[src/design/ufc_cfg.svh]
`ifndef UFC_CFG_SVH
`define UFC_CFG_SVH
// ****************************************
// register map
// ****************************************
`define UFC_ADDR_W 2
`define UFC_FIFO_CONTROL_ADDR 2'h0
`define UFC_STATUS_ADDR 2'h1
`define UFC_TX_DATA_ADDR 2'h2
`define UFC_RX_DATA_ADDR 2'h3
`define UFC_FC_RESET 8'h00
`define UFC_BIT_ENABLE 0
`define UFC_BIT_RX_CLEAR 1
`define UFC_BIT_TX_CLEAR 2
`define UFC_BIT_DMA_MODE 3
`define UFC_BIT_DEPTH64 5
`define UFC_TRIG_HI 7
`define UFC_TRIG_LO 6
// ****************************************
// fifo sizes and trigger levels
// ****************************************
`define UFC_MEM_DEPTH 64
`define UFC_PTR_W 6
`define UFC_CNT_W 7
`define UFC_FULL16 7'h10
`define UFC_FULL64 7'h40
`define UFC_T16_0 7'h01
`define UFC_T16_1 7'h04
`define UFC_T16_2 7'h08
`define UFC_T16_3 7'h0E
`define UFC_T64_0 7'h01
`define UFC_T64_1 7'h10
`define UFC_T64_2 7'h20
`define UFC_T64_3 7'h38
`endif

[src/design/ufc_pkg.sv]
package ufc_pkg;
   typedef struct packed {
      logic valid;
      logic [7:0] data;
   } ufc_byte_type;
   typedef struct packed {
      logic [1:0] addr;
      logic [7:0] wdata;
      logic wr;
      logic rd;
   } ufc_bus_type;
endpackage : ufc_pkg

[src/design/ufc_fifo_ctrl.sv]
// The register offsets and the plain strobed port were chosen for this implementation.
`timescale 1ns/1ps
`include "ufc_cfg.svh"
module ufc_fifo_ctrl (
   input wire logic core_clk,
   input wire logic reset_n,
   input wire ufc_pkg::ufc_bus_type bus,
   output logic [7:0] rd_data,
   input wire ufc_pkg::ufc_byte_type rx_in,
   output logic rx_in_ready,
   output ufc_pkg::ufc_byte_type tx_out,
   input wire logic tx_out_ready,
   input wire logic rx_timeout,
   output logic tx_dma_request_n,
   output logic rx_dma_request_n,
   output logic rx_data_irq,
   output logic [7:0] status_bits
);
   import ufc_pkg::*;

   function automatic logic [`UFC_CNT_W-1:0] trig_level(input logic [1:0] sel,
                                                      input logic deep);
      logic [`UFC_CNT_W-1:0] lv;
      lv = `UFC_T16_0;
      case (sel)
         2'h0: lv = deep ? `UFC_T64_0 : `UFC_T16_0;
         2'h1: lv = deep ? `UFC_T64_1 : `UFC_T16_1;
         2'h2: lv = deep ? `UFC_T64_2 : `UFC_T16_2;
         default: lv = deep ? `UFC_T64_3 : `UFC_T16_3;
      endcase
      return lv;
   endfunction : trig_level

   // ****************************************
   // fifo control register
   // ****************************************
   logic [7:0] fc_q, fc_d;
   logic tx_clr, rx_clr, fifo_en, dma1, deep;
   logic [1:0] trig_sel;
   always_comb begin
      fc_d = fc_q;
      if (bus.wr && bus.addr == `UFC_FIFO_CONTROL_ADDR) begin
         fc_d = bus.wdata;
         fc_d[4] = 1'b0;
      end
      // clear bits never stay set
      fc_d[`UFC_BIT_TX_CLEAR] = 1'b0;
      fc_d[`UFC_BIT_RX_CLEAR] = 1'b0;
   end
   always_ff @(posedge core_clk or negedge reset_n) begin
      if (!reset_n) begin
         fc_q <= `UFC_FC_RESET;
      end else begin
         fc_q <= fc_d;
      end
   end
   assign tx_clr = bus.wr && bus.addr == `UFC_FIFO_CONTROL_ADDR
                   && bus.wdata[`UFC_BIT_TX_CLEAR];
   assign rx_clr = bus.wr && bus.addr == `UFC_FIFO_CONTROL_ADDR
                   && bus.wdata[`UFC_BIT_RX_CLEAR];
   assign fifo_en = fc_q[`UFC_BIT_ENABLE];
   assign dma1 = fc_q[`UFC_BIT_DMA_MODE];
   assign deep = fc_q[`UFC_BIT_DEPTH64];
   assign trig_sel = fc_q[`UFC_TRIG_HI:`UFC_TRIG_LO];

   // disabled fifos act as a single holding register
   logic [`UFC_CNT_W-1:0] cap;
   assign cap = !fifo_en ? 7'h01 : (deep ? `UFC_FULL64 : `UFC_FULL16);

   // ****************************************
   // transmit fifo
   // ****************************************
   logic [`UFC_PTR_W-1:0] twp_q, twp_d, trp_q, trp_d;
   logic [`UFC_CNT_W-1:0] tcnt_q, tcnt_d;
   logic tpend_q, tpend_d;
   logic tx_push, tx_pop, tsk_ready;
   logic [7:0] tmem_rd;
   ufc_byte_type tsk_in;
   assign tx_push = bus.wr && bus.addr == `UFC_TX_DATA_ADDR && tcnt_q < cap;
   assign tx_pop = tcnt_q != 7'h00 && !tpend_q && tsk_ready;
   always_comb begin
      twp_d = twp_q + {5'h00, tx_push};
      trp_d = trp_q + {5'h00, tx_pop};
      tcnt_d = tcnt_q + {6'h00, tx_push} - {6'h00, tx_pop};
      tpend_d = tx_pop;
      if (tx_clr) begin
         twp_d = 6'h00;
         trp_d = 6'h00;
         tcnt_d = 7'h00;
         tpend_d = 1'b0;
      end
   end
   always_ff @(posedge core_clk or negedge reset_n) begin
      if (!reset_n) begin
         twp_q <= 6'h00;
         trp_q <= 6'h00;
         tcnt_q <= 7'h00;
         tpend_q <= 1'b0;
      end else begin
         twp_q <= twp_d;
         trp_q <= trp_d;
         tcnt_q <= tcnt_d;
         tpend_q <= tpend_d;
      end
   end
   ufc_mem u_tx_mem (
      .core_clk(core_clk),
      .wr_en(tx_push),
      .wr_addr(twp_q),
      .wr_data(bus.wdata),
      .rd_addr(trp_q),
      .rd_data(tmem_rd)
   );
   assign tsk_in.valid = tpend_q;
   assign tsk_in.data = tmem_rd;
   // shifter side keeps its word on clear; only queue is flushed
   ufc_skid u_tx_skid (
      .core_clk(core_clk),
      .reset_n(reset_n),
      .flush(1'b0),
      .in_word(tsk_in),
      .in_ready(tsk_ready),
      .out_word(tx_out),
      .out_ready(tx_out_ready)
   );

   // ****************************************
   // receive fifo
   // ****************************************
   logic [`UFC_PTR_W-1:0] rwp_q, rwp_d, rrp_q, rrp_d;
   logic [`UFC_CNT_W-1:0] rcnt_q, rcnt_d;
   logic rx_push, rx_pop;
   logic [7:0] rmem_rd;
   assign rx_in_ready = rcnt_q < cap && !rx_clr;
   assign rx_push = rx_in.valid && rx_in_ready;
   assign rx_pop = bus.rd && bus.addr == `UFC_RX_DATA_ADDR && rcnt_q != 7'h00;
   always_comb begin
      rwp_d = rwp_q + {5'h00, rx_push};
      rrp_d = rrp_q + {5'h00, rx_pop};
      rcnt_d = rcnt_q + {6'h00, rx_push} - {6'h00, rx_pop};
      if (rx_clr) begin
         rwp_d = 6'h00;
         rrp_d = 6'h00;
         rcnt_d = 7'h00;
      end
   end
   always_ff @(posedge core_clk or negedge reset_n) begin
      if (!reset_n) begin
         rwp_q <= 6'h00;
         rrp_q <= 6'h00;
         rcnt_q <= 7'h00;
      end else begin
         rwp_q <= rwp_d;
         rrp_q <= rrp_d;
         rcnt_q <= rcnt_d;
      end
   end
   ufc_mem u_rx_mem (
      .core_clk(core_clk),
      .wr_en(rx_push),
      .wr_addr(rwp_q),
      .wr_data(rx_in.data),
      .rd_addr(rrp_q),
      .rd_data(rmem_rd)
   );

   // ****************************************
   // dma ready and interrupt level
   // ****************************************
   logic at_trig;
   logic txr_q, txr_d, rxr_q, rxr_d, irq_q, irq_d;
   logic tx_full;
   assign at_trig = rcnt_q >= trig_level(trig_sel, deep);
   assign tx_full = tcnt_q == cap;
   always_comb begin
      txr_d = txr_q;
      rxr_d = rxr_q;
      if (fifo_en && dma1) begin
         if (tx_full) begin
            txr_d = 1'b1;
         end else if (tcnt_q == 7'h00) begin
            txr_d = 1'b0;
         end
         if (at_trig || (rx_timeout && rcnt_q != 7'h00)) begin
            rxr_d = 1'b0;
         end else if (rcnt_q == 7'h00) begin
            rxr_d = 1'b1;
         end
      end else begin
         txr_d = tcnt_q != 7'h00;
         rxr_d = rcnt_q == 7'h00;
      end
      // data ready level follows trigger when enabled, any data when disabled; drops below it
      irq_d = fifo_en ? at_trig : rcnt_q != 7'h00;
   end
   always_ff @(posedge core_clk or negedge reset_n) begin
      if (!reset_n) begin
         txr_q <= 1'b0;
         rxr_q <= 1'b1;
         irq_q <= 1'b0;
      end else begin
         txr_q <= txr_d;
         rxr_q <= rxr_d;
         irq_q <= irq_d;
      end
   end
   // dma obeys these levels, so no overrun guard beyond cap
   assign tx_dma_request_n = txr_q;
   assign rx_dma_request_n = rxr_q;
   assign rx_data_irq = irq_q;

   // ****************************************
   // read port
   // ****************************************
   logic [7:0] sts;
   logic [7:0] rdd_d;
   logic [1:0] rsel_q;
   logic rvld_q;
   assign sts = {fifo_en, fifo_en, deep, 5'h00};
   assign status_bits = {irq_q, irq_q, deep, 5'h00} & {fifo_en, fifo_en, 6'h3F};
   always_ff @(posedge core_clk or negedge reset_n) begin
      if (!reset_n) begin
         rsel_q <= 2'h0;
         rvld_q <= 1'b0;
      end else begin
         rsel_q <= bus.addr;
         rvld_q <= bus.rd;
      end
   end
   logic [7:0] sts_q;
   logic [7:0] fcr_q2;
   always_ff @(posedge core_clk or negedge reset_n) begin
      if (!reset_n) begin
         sts_q <= 8'h00;
         fcr_q2 <= 8'h00;
      end else begin
         sts_q <= sts;
         fcr_q2 <= fc_q;
      end
   end
   always_comb begin
      rdd_d = 8'h00;
      if (rvld_q) begin
         case (rsel_q)
            `UFC_FIFO_CONTROL_ADDR: rdd_d = fcr_q2;
            `UFC_STATUS_ADDR: rdd_d = sts_q;
            `UFC_RX_DATA_ADDR: rdd_d = rmem_rd;
            default: rdd_d = 8'h00;
         endcase
      end
   end
   assign rd_data = rdd_d;

   // ****************************************
   // checks
   // ****************************************
   a_tx_clear_empties: assert property (@(posedge core_clk) disable iff (!reset_n)
      tx_clr |=> tcnt_q == 7'h00) else $error("tx clear left data");
   a_rx_clear_empties: assert property (@(posedge core_clk) disable iff (!reset_n)
      rx_clr |=> rcnt_q == 7'h00) else $error("rx clear left data");
   a_clear_bits_zero: assert property (@(posedge core_clk) disable iff (!reset_n)
      fc_q[2:1] == 2'h0) else $error("clear bit stuck");
   a_rx_full_cap: assert property (@(posedge core_clk) disable iff (!reset_n)
      rcnt_q <= cap || $past(fc_q) != fc_q) else $error("rx over cap");
   a_m0_rx_ready: assert property (@(posedge core_clk) disable iff (!reset_n)
      (!dma1 && rcnt_q != 7'h00 && !rx_clr) |=> !rx_dma_request_n || !fifo_en
      || $changed(fc_q)) else $error("mode0 rx ready");
   a_m0_tx_ready: assert property (@(posedge core_clk) disable iff (!reset_n)
      (!dma1 && $stable(fc_q)) |=> tx_dma_request_n == ($past(tcnt_q) != 7'h00))
      else $error("mode0 tx ready");
   a_m1_tx_full: assert property (@(posedge core_clk) disable iff (!reset_n)
      (fifo_en && dma1 && tx_full) |=> tx_dma_request_n) else $error("mode1 tx");
   a_m1_rx_trig: assert property (@(posedge core_clk) disable iff (!reset_n)
      (fifo_en && dma1 && at_trig) |=> !rx_dma_request_n) else $error("mode1 rx");
   a_irq_level: assert property (@(posedge core_clk) disable iff (!reset_n)
      (fifo_en && !at_trig) ##1 $stable(fc_q) |-> !rx_data_irq)
      else $error("irq above level");
endmodule : ufc_fifo_ctrl

[src/design/ufc_mem.sv]
`timescale 1ns/1ps
`include "ufc_cfg.svh"
module ufc_mem (
   input wire logic core_clk,
   input wire logic wr_en,
   input wire logic [`UFC_PTR_W-1:0] wr_addr,
   input wire logic [7:0] wr_data,
   input wire logic [`UFC_PTR_W-1:0] rd_addr,
   output logic [7:0] rd_data
);
   logic [7:0] mem [0:`UFC_MEM_DEPTH-1];
   // no reset on storage; read data registered
   always_ff @(posedge core_clk) begin
      if (wr_en) begin
         mem[wr_addr] <= wr_data;
      end
      rd_data <= mem[rd_addr];
   end
endmodule : ufc_mem

[src/design/ufc_skid.sv]
`timescale 1ns/1ps
`include "ufc_cfg.svh"
module ufc_skid
   import ufc_pkg::*;
(
   input wire logic core_clk,
   input wire logic reset_n,
   input wire logic flush,
   input wire ufc_pkg::ufc_byte_type in_word,
   output logic in_ready,
   output ufc_pkg::ufc_byte_type out_word,
   input wire logic out_ready
);
   // two-entry buffer: a stalled receiver never drops a word
   logic [7:0] e0_q, e0_d, e1_q, e1_d;
   logic [1:0] n_q, n_d;
   logic push, pop;
   assign in_ready = (n_q != 2'h2);
   assign push = in_word.valid && in_ready;
   assign pop = (n_q != 2'h0) && out_ready;
   always_comb begin
      e0_d = e0_q;
      e1_d = e1_q;
      n_d = n_q;
      if (pop) begin
         e0_d = e1_q;
      end
      if (push) begin
         if ((n_q == 2'h0) || (n_q == 2'h1 && pop)) begin
            e0_d = in_word.data;
         end else begin
            e1_d = in_word.data;
         end
      end
      n_d = n_q + {1'b0, push} - {1'b0, pop};
      if (flush) begin
         n_d = 2'h0;
      end
   end
   always_ff @(posedge core_clk or negedge reset_n) begin
      if (!reset_n) begin
         e0_q <= 8'h00;
         e1_q <= 8'h00;
         n_q <= 2'h0;
      end else begin
         e0_q <= e0_d;
         e1_q <= e1_d;
         n_q <= n_d;
      end
   end
   assign out_word.valid = (n_q != 2'h0);
   assign out_word.data = e0_q;
endmodule : ufc_skid

[config.mk]
export PLATFORM = sky130hd
export DESIGN_NAME = ufc_fifo_ctrl
export DESIGN_NICKNAME = d
export VERILOG_FILES = /design/src/design/ufc_pkg.sv /design/src/design/ufc_fifo_ctrl.sv /design/src/design/ufc_mem.sv /design/src/design/ufc_skid.sv
export VERILOG_INCLUDE_DIRS = /design/src /design/src/design
export SDC_FILE = /design/constraint.sdc
export NUM_CORES = 1
export LEC_CHECK = 0
export BUFFER_PORTS_ARGS = -buffer_cell sky130_fd_sc_hd__buf_4
export CAP_MARGIN = 20
export CORE_MARGIN = 2
export CORE_UTILIZATION = 45
export CTS_BUF_LIST = sky130_fd_sc_hd__clkbuf_4
export CTS_CLUSTER_DIAMETER = 60
export CTS_CLUSTER_SIZE = 40
export DETAILED_ROUTE_END_ITERATION = 12
export GPL_ROUTABILITY_DRIVEN = 0
export GPL_TIMING_DRIVEN = 0
export PLACE_DENSITY = 0.7
export SLEW_MARGIN = 10
export SYNTH_ARGS = -nofsm -noshare
export SYNTH_HDL_FRONTEND = slang
export SYNTH_SLANG_ARGS = --single-unit
[constraint.sdc]
create_clock -name core_clk -period 8.9 [get_ports core_clk]
set_clock_uncertainty 0.15 [all_clocks]
set_input_delay 0.89 -clock core_clk [delete_from_list [all_inputs] [get_ports core_clk]]
set_output_delay 0.89 -clock core_clk [all_outputs]
set_load 0.005 [all_outputs]
Yosys cells after proc, flatten, opt, wreduce, memory -nomap -nowiden
Memories as Yosys holds them, arrays and structs flattened. A register that Yosys moved wholly into a read port is not among the register bits. Index checks and enable logic that the tools add are counted.

Bits of input ports: 25. RAM bits: 1024. Register bits: 75. Memories: 2.

Equality and inequality tests: 11. Add/sub/neg operators: 10. $lt $le $gt $ge: 3. Mux-type cells: 29. Bitwise operators: 2. Reductions and logical operators: 30.

Memories: u_rx_mem.mem (words 64, bits a word 8, read ports 1, clocked after memory_dff 1, wr ports 1, line ufc_mem.sv:11) `` logic [7:0] mem [0:`UFC_MEM_DEPTH-1]; ``; u_tx_mem.mem (words 64, bits a word 8, read ports 1, clocked after memory_dff 1, wr ports 1, line ufc_mem.sv:11).

Operator list (count): 2-to-1 mux 6 bit (6); 2-to-1 mux 8 bit (4); 2-to-1 mux 7 bit (4); adder 6 x 1 -> 6 bit (4); one-hot mux 8 bit (3 select lines) (1); one-hot mux 7 bit (3 select lines) (1); logical AND 1 bit (16); adder 7 x 1 -> 7 bit (2); logical NOT 7 bit (2); less-than comparator 7 bit (2); nonzero test 7 bit (2); subtractor 7 x 1 -> 7 bit (2); 2-to-1 mux 1 bit (12); bitwise AND 8 bit (1); equality test 2 bit, second input constant (4); logical NOT 2 bit (4); equality test 7 bit (1); >= comparator 7 bit (1); equality test 2 x 1 -> 1 bit, second input constant (3); 2-to-1 mux 5 bit (1); inequality test 3 x 1 -> 1 bit, second input constant (1); inequality test 3 x 2 -> 1 bit, second input constant (1); adder 2 x 1 -> 2 bit (1); logical NOT 1 bit (2); 6 further kinds (7).

Logic depth before layout (Yosys ltp)
Gate-level depths: netlist of run 1.

Depth in word-level cells: 9. Mapped depth: 18. Depth with buffers taken out: 17.

By module
A second synthesis of run 1 with hierarchy kept.

Cell total of the unflattened synthesis: 2268. Area, all modules: 44476.4 sq um.

By module, submodules not included: ufc_mem (times used 2, cells each 940, area each 20166.8 sq um); ufc_fifo_ctrl (times used 1, cells each 327, area each 3251.9 sq um); ufc_skid (times used 1, cells each 61, area each 890.9 sq um).

Worst setup path before layout of run 1
No wires, ideal clock.

Kind: register to register. From: register rcnt_q[1]. To: register rcnt_q[6]. Library setup time: 132 ps. Arrival time: 3523 ps. Setup slack: 5095 ps. Stages on the path, launching flop included: 18. Clock period less this slack: 3805 ps. Path through: dfrtp_1 -> inv_1 -> ha_1 -> or4b_1 -> a211o_1 -> a2111oi_4 -> inv_1 -> ha_1 -> inv_1 -> ha_1 -> inv_1 -> fa_1 -> o21bai_1 -> a21oi_1 -> o21bai_1 -> a21oi_1 -> xnor2_1 -> nor2b_1.

Cells in the longest elaborated chain, start to end: 6. Elaborated cells on any way between the ends: 8.

Ends and longest elaborated chain: start: declaration (line ufc_fifo_ctrl.sv:131) `` logic [`UFC_CNT_W-1:0] rcnt_q, rcnt_d; ``; start signal: assignment (line ufc_fifo_ctrl.sv:155) `rcnt_q <= rcnt_d;`; less-than comparator 7 bit (line ufc_fifo_ctrl.sv:134) `assign rx_in_ready = rcnt_q < cap && !rx_clr;`; logical AND 1 bit (line ufc_fifo_ctrl.sv:134); logical AND 1 bit (line ufc_fifo_ctrl.sv:135) `assign rx_push = rx_in.valid && rx_in_ready;`; adder 7 x 1 -> 7 bit (line ufc_fifo_ctrl.sv:140) `rcnt_d = rcnt_q + {6'h00, rx_push} - {6'h00, rx_pop};`; subtractor 7 x 1 -> 7 bit (*) (line ufc_fifo_ctrl.sv:140); 2-to-1 mux 7 bit (*) (line ufc_fifo_ctrl.sv:141) `if (rx_clr) begin`; named net rcnt_d[6] (line ufc_fifo_ctrl.sv:131).

Mark *: on every way through the listed nets, which the timed path passes. The rest lies on a longest branch. A chain may end at the register's enable or synchronous reset.

Final worst setup path of run 1
From: register rcnt_q[1]. To: memory u_rx_mem.mem[3][2] (enable).

Cells in the longest elaborated chain, start to end: 5.

Ends and longest elaborated chain: less-than comparator 7 bit (line ufc_fifo_ctrl.sv:134); logical AND 1 bit (line ufc_fifo_ctrl.sv:134); logical AND 1 bit (line ufc_fifo_ctrl.sv:135); 2-to-1 mux 1 bit (line ufc_mem.sv:14) `if (wr_en) begin`; 2-to-1 mux 1 bit (not written as such) (line ufc_mem.sv:15) `mem[wr_addr] <= wr_data;`; end: declaration (line ufc_mem.sv:11).

Every way passes these cells.

==> flow_summary.json, run 1 <==
{
  "status": "complete, no violations",
  "async_flop_share_pct": 6.56,
  "cp_max_fo": 8,
  "grt_first_pass_wirelength_mm": 149,
  "cts_buffers": 52,
  "grt_max_degree": 74,
  "p_switching_mw": 4.34,
  "clkLatencyLatePin_ns": 1.09,
  "yosysUniqueCellTypes": 64,
  "clk_pin_slew_ns": 0.30,
  "tns_ns": 0,
  "p_seq_share_pct": 47.8,
  "overflow": 0,
  "ys_seq_area_share_pct": 74.5,
  "path_delay_family": "simple AND/OR/NAND/NOR gates",
  "synth_top_cell_area_share_pct": 69.7,
  "drv_cap": 0,
  "post-synth-top-count-cell": "edfxtp_1",
  "core_area_sq_um": 97000,
  "synth_edf_count": 1024,
  "clock.fmax_mhz": 215,
  "drc": 0,
  "slowest_delay_ns": 0.99,
  "slew-limit-headroom_pct": 21.5,
  "cts.repair.resized": 0,
  "drive_gt1_share_pct": 20.9,
  "cp.buffers_inverters": 1,
  "holdBufCountCts": 5,
  "wl_mm": 103,
  "die_x_um": 317,
  "synth.avg_cell_area_sq_um": 19.8,
  "die_h_um": 317,
  "synth_area_leaders": "edfxtp_1 70%, mux4_2 14%, dfrtp_1 4.1%",
  "area_delta_synth_final_pct": 7.15,
  "rsz0062_at_grt": "no",
  "cp_slowest_cell": "nor2_1",
  "num_io_pins": 54,
  "ant_nets": 0,
  "p_per_area_nw_per_um2": 267,
  "initial_core_util_pct": 45.5,
  "syn_area_sq_um": 44100,
  "tightest_slew_ns": 1.18,
  "wire_per_inst_um": 28.1,
  "synth_top_area_cell": "edfxtp_1",
  "path_cells": "inv_1, ha_1, or4b_1, a211o_1, a2111oi_4, nand4b_1, nor2_1",
  "clk_path_buf_depth": 3,
  "placed_cells": 3564,
  "endpoint_kind": "flip-flop",
  "crit_required_ns": 9.44,
  "cts_root_buf": "clkbuf_4",
  "vias_per_cell": 6.04,
  "dp_hpwl_mm": 67.1,
  "synth-seq-cells": 1113,
  "rows": 114,
  "ir_drop_mv": 0.151,
  "cp.arrival_ns": 5.19,
  "p_clk_share_pct": 17.3,
  "crit_type": "flip-flop to flip-flop",
  "crit_path_start_kind": "flip-flop",
  "cts_tree": "yes",
  "final-setup-viol-count": 0,
  "synthTopCellsByCount": "1024 x edfxtp_1, 271 x mux4_2, 185 x nor2_1",
  "slew_violations": 0,
  "fin_crit_ns": 4.65,
  "p_int_mw": 8.28,
  "cts_setup_buffers": 0,
  "grt_antenna_before_repair": 3,
  "grt_usage_pct": 20.5,
  "firstDrtPassIters": 9,
  "clock_sinks": 1113,
  "final_cells": 3675,
  "fin_crit_sh_pct": 52.2,
  "cts_max_level": 2,
  "die-area_sq_um": 101000,
  "vias": 22200,
  "power.leakage_nw": 14.9,
  "hold_class": "primary input to asynchronous set/reset pin",
  "grt_pass1_vias": 22200,
  "hold_viol": 0,
  "synthCells": 2233,
  "synth_ff_type": "edfxtp_1",
  "swShare_pct": 34.4,
  "p_comb_share_pct": 34.9,
  "first_iter_violations": 2985,
  "nNetsFinal": 2419,
  "synth_warnings": 0,
  "io_buffers": 48
}
-- through the flow --
| step | setup slack (ns) | power, mW | cell area (sq um) | hold slack, ns | utilization [%] |
|---|---|---|---|---|---|
| floorplan | 5.09 | 8.95 | 44200 | 0.199 | - |
| global placement | 4.39 | 10.4 | 46100 | 0.213 | 47.5 |
| detailed placement | 4.32 | 10.5 | 46200 | 0.223 | 47.6 |
| CTS | 4.08 | 12.6 | 47200 | 0.106 | 48.7 |
| global route | 4.18 | 13.1 | 47300 | 0.0000420 | 48.8 |
| finish | 4.25 | 12.6 | 47300 | 0.0247 | 48.8 |
-- cell type report --
cell class,instances,area [sq um]
fill,7796,49700
tap,1276,1600
clock buffer,54,405
antenna,4,10.0
sequential,1113,32900
timing repair buffer,60,504
clock inverter,44,623
buffer,122,522
multi-input combinational,965,10600
inverter,37,139
-- layer usage --
layer	global-route usage [%]	vias up	share of wire, %
met5	0	-	0.013
met4	4.99	2	2.3
met2	33.0	1166	48
li1	-	9199	-
met1	29.2	11700	40
met3	3.98	152	10
-- power groups by stage --
stage               Clock, mW  Combinational, mW  Sequential, mW
floorplan                   0               2.84            6.11
global placement            0               4.27            6.14
finish                   2.18               4.40            6.04
CTS                      2.22               4.38            6.04
detailed placement          0               4.36            6.15
global route             2.39               4.66            6.06
-- cell usage in the layout (no fill, tap or decap), drive strengths merged, types with 8 or more instances in the layout --
cell,netlist,routed
a21oi,31,31
dfrtp,72,72
mux4,271,271
xnor2,19,19
dfxtp,16,16
buf,61,114
mux2i,67,67
and2,8,8
clkbuf,61,116
o21ai,26,26
clkinv,1,21
nor2b,38,38
a211oi,15,15
inv,36,58
ha,41,41
o21bai,8,8
mux2,24,24
nand2b,8,8
edfxtp,1024,1024
nand2,76,76
a22oi,8,8
nand3,35,35
nor2,185,185
nor3,9,9
-- flip-flops by register name, indices dropped and copies added (netlist names), 5 cells and up --
name / cells
u_tx_skid.e0_q: 8
u_tx_mem.mem: 512
trp_q: 6
rrp_q: 6
u_tx_skid.e1_q: 8
tcnt_q: 7
twp_q: 6
rcnt_q: 7
fc_q: 5
rwp_q: 6
u_rx_mem.mem: 512
u_rx_mem.rd_data: 8
u_tx_mem.rd_data: 8
-- final timing paths --
check | from | endpoint | slack [ns] | depth (start not counted)
hold / removal | reset_n | rrp_q[5] | 0.02 | 2
setup / recovery | rcnt_q[1] | u_rx_mem.mem[3][2] | 4.25 | 7
min in group core_clk | bus[2] | u_tx_mem.mem[62][0] | 0.16 | 1
max in group asynchronous | reset_n | u_tx_skid.n_q[0] | 7.84 | 3
hold reg to reg | fc_q[0] | fcr_q2[0] | 0.26 | 0
setup reg to reg | rcnt_q[1] | u_rx_mem.mem[3][2] | 4.25 | 7
-- kinds of logic (layout without fill, tap and decap cells) --
| logic type | after synthesis | count (layout) | share of synthesized area, % |
|---|---|---|---|
| DFF | 1113 | 1113 | 74.5 |
| and+or+nand+nor | 394 | 394 | 4.17 |
| muxes | 362 | 362 | 16.0 |
| buffers and inverters | 159 | 317 | 1.49 |
| AOI/OAI and AO/OA | 135 | 135 | 2.07 |
| adders and majority gates | 43 | 43 | 1.25 |
| xor gates and xnor gates | 26 | 26 | 0.516 |
| other | 1 | 9 | 0.00850 |
(Power assumes the default switching activity.)
==> run 2, diff against run 1 <==
clock period = 4.3 ns   (was 8.9 ns; I/O delays follow)
==> flow_summary.json, run 2 (synthesis results as in run 1) <==
{
  "core_area_sq_um": 97000,
  "overflow": 0,
  "grt_usage_pct": 20.6,
  "cts_buffers": 52,
  "hold_viol": 0,
  "crit_path_start_kind": "flip-flop",
  "ant_nets": 0,
  "slew_violations": 0,
  "die_h_um": 317,
  "most-common-layout-cells": "1024 x edfxtp_1, 271 x mux4_2, 175 x nor2_1",
  "clkLatencyLatePin_ns": 1.09,
  "p_seq_share_pct": 47.7,
  "cts_max_level": 2,
  "dp_hpwl_mm": 67.1,
  "status": "complete, no violations",
  "drive_gt1_share_pct": 21.5,
  "placed_area_sq_um": 46200,
  "grt_first_pass_wirelength_mm": 150,
  "firstDrtPassIters": 8,
  "drv_cap": 0,
  "swShare_pct": 34.4,
  "rows": 114,
  "ir_drop_mv": 0.316,
  "power.leakage_nw": 15.0,
  "die_x_um": 317,
  "final-setup-viol-count": 0,
  "tightest_slew_ns": 1.15,
  "top_regs": "u_rx_mem.mem (512), u_tx_mem.mem (512)",
  "fin_crit_sh_pct": 97.3,
  "slew-limit-headroom_pct": 23.0,
  "wire_per_inst_um": 28.0,
  "p_per_area_nw_per_um2": 550,
  "fin_crit_ns": 4.18,
  "endpoint_kind": "flip-flop",
  "grt_max_degree": 73,
  "cp_max_fo": 10,
  "cts_tree": "yes",
  "fin_area_sq_um": 47600,
  "p_int_mw": 17.2,
  "clk_pin_slew_ns": 0.30,
  "dp_slack_ns": -0.262,
  "p_switching_mw": 9.00,
  "first_iter_violations": 3085,
  "initial_core_util_pct": 45.5,
  "layout_commonest_cell": "edfxtp_1",
  "clock.fmax_mhz": 239,
  "crit_type": "flip-flop to flip-flop",
  "vias_per_cell": 6.06,
  "fin_ws_ns": 0.116,
  "vias": 22500,
  "io_buffers": 48,
  "rsz0062_at_grt": "no",
  "drc": 0,
  "clk_path_buf_depth": 3,
  "nNetsFinal": 2451,
  "area_delta_synth_final_pct": 7.91,
  "clock_sinks": 1113,
  "grt_pass1_vias": 22300,
  "die-area_sq_um": 101000,
  "p_clk_share_pct": 17.2,
  "cts_root_buf": "clkbuf_4",
  "grt_antenna_before_repair": 4,
  "wl_mm": 104,
  "p_comb_share_pct": 35.1,
  "hold_class": "primary input to flip-flop",
  "cp.arrival_ns": 4.97,
  "crit_required_ns": 5.09,
  "num_io_pins": 54
}
run 2: metal layers:
layer / track usage (%) / part of all wire (%) / wire [um]
met1: 29.4 / 40 / 41800
met2: 33.1 / 48 / 49400
met3: 3.85 / 9.5 / 9820
met4: 5.25 / 2.7 / 2800
met5: 0 / 0.033 / 34
run 2: what timing repair did:
action	CTS	global route
resized for setup	13	1
hold endpoints to repair	1116	0
gates cloned	0	0
setup endpoints to repair	259	1
pin swaps	3	0
hold buffers	29	0
setup buffers	5	4
run 2: power groups by stage:
stage | sequential (mW) | combinational (mW) | clock, mW
after floorplan | 12.6 | 5.88 | 0
after global placement | 12.7 | 8.83 | 0
after detailed placement | 12.7 | 9.03 | 0
after CTS | 12.5 | 9.10 | 4.59
after global routing | 12.5 | 9.73 | 4.94
final | 12.5 | 9.18 | 4.51
run 2: path summary, 6_finish.rpt:
path,startpoint,end,slack [ns],cells past startpoint
setup / recovery,rrp_q[1],u_rx_mem.rd_data[7],0.12,8
hold / removal,rx_in[8],rwp_q[0],0.12,7
setup reg to reg,rrp_q[1],u_rx_mem.rd_data[7],0.12,8
hold reg to reg,fc_q[3],fcr_q2[3],0.27,0
max in group asynchronous,reset_n,u_tx_skid.n_q[0],3.23,4
min in group asynchronous,reset_n,rrp_q[5],0.30,4
run 2: layout make-up:
| cell class | instances | area, sq um |
|---|---|---|
| Clock inverter | 44 | 623 |
| Timing Repair Buffer | 92 | 802 |
| Buffer | 122 | 536 |
| Sequential cell | 1113 | 32900 |
| Inverter | 37 | 139 |
| Fill cell | 7756 | 49400 |
| Tap cell | 1276 | 1600 |
| Antenna cell | 4 | 10.0 |
| Multi-Input combinational cell | 965 | 10600 |
| Clock buffer | 54 | 405 |
run 2: worst max-delay path: stages, from the launching register on:
cell	delay, ns
dfrtp_1	0.44
clkbuf_1	0.25
clkbuf_1	0.65
clkbuf_1	0.87
mux4_2	0.38
mux2i_1	0.16
a311oi_1	0.66
nand2_1	0.15
o22ai_1	0.33
run 2: through the flow:
stage                     setup TNS (ns)  hold slack [ns]  power (mW)  cells  utilization [%]
after global placement            -16.26            0.213        21.5   3561             47.5
after CTS                              0           0.0397        26.2   3696             49.0
after global routing                   0           0.0857        27.2   3706             49.1
after detailed placement          -35.64            0.223        21.8   3564             47.6
final                                  0            0.123        26.2   3707             49.1
after floorplan                        0          -0.0156        18.5   2237                -
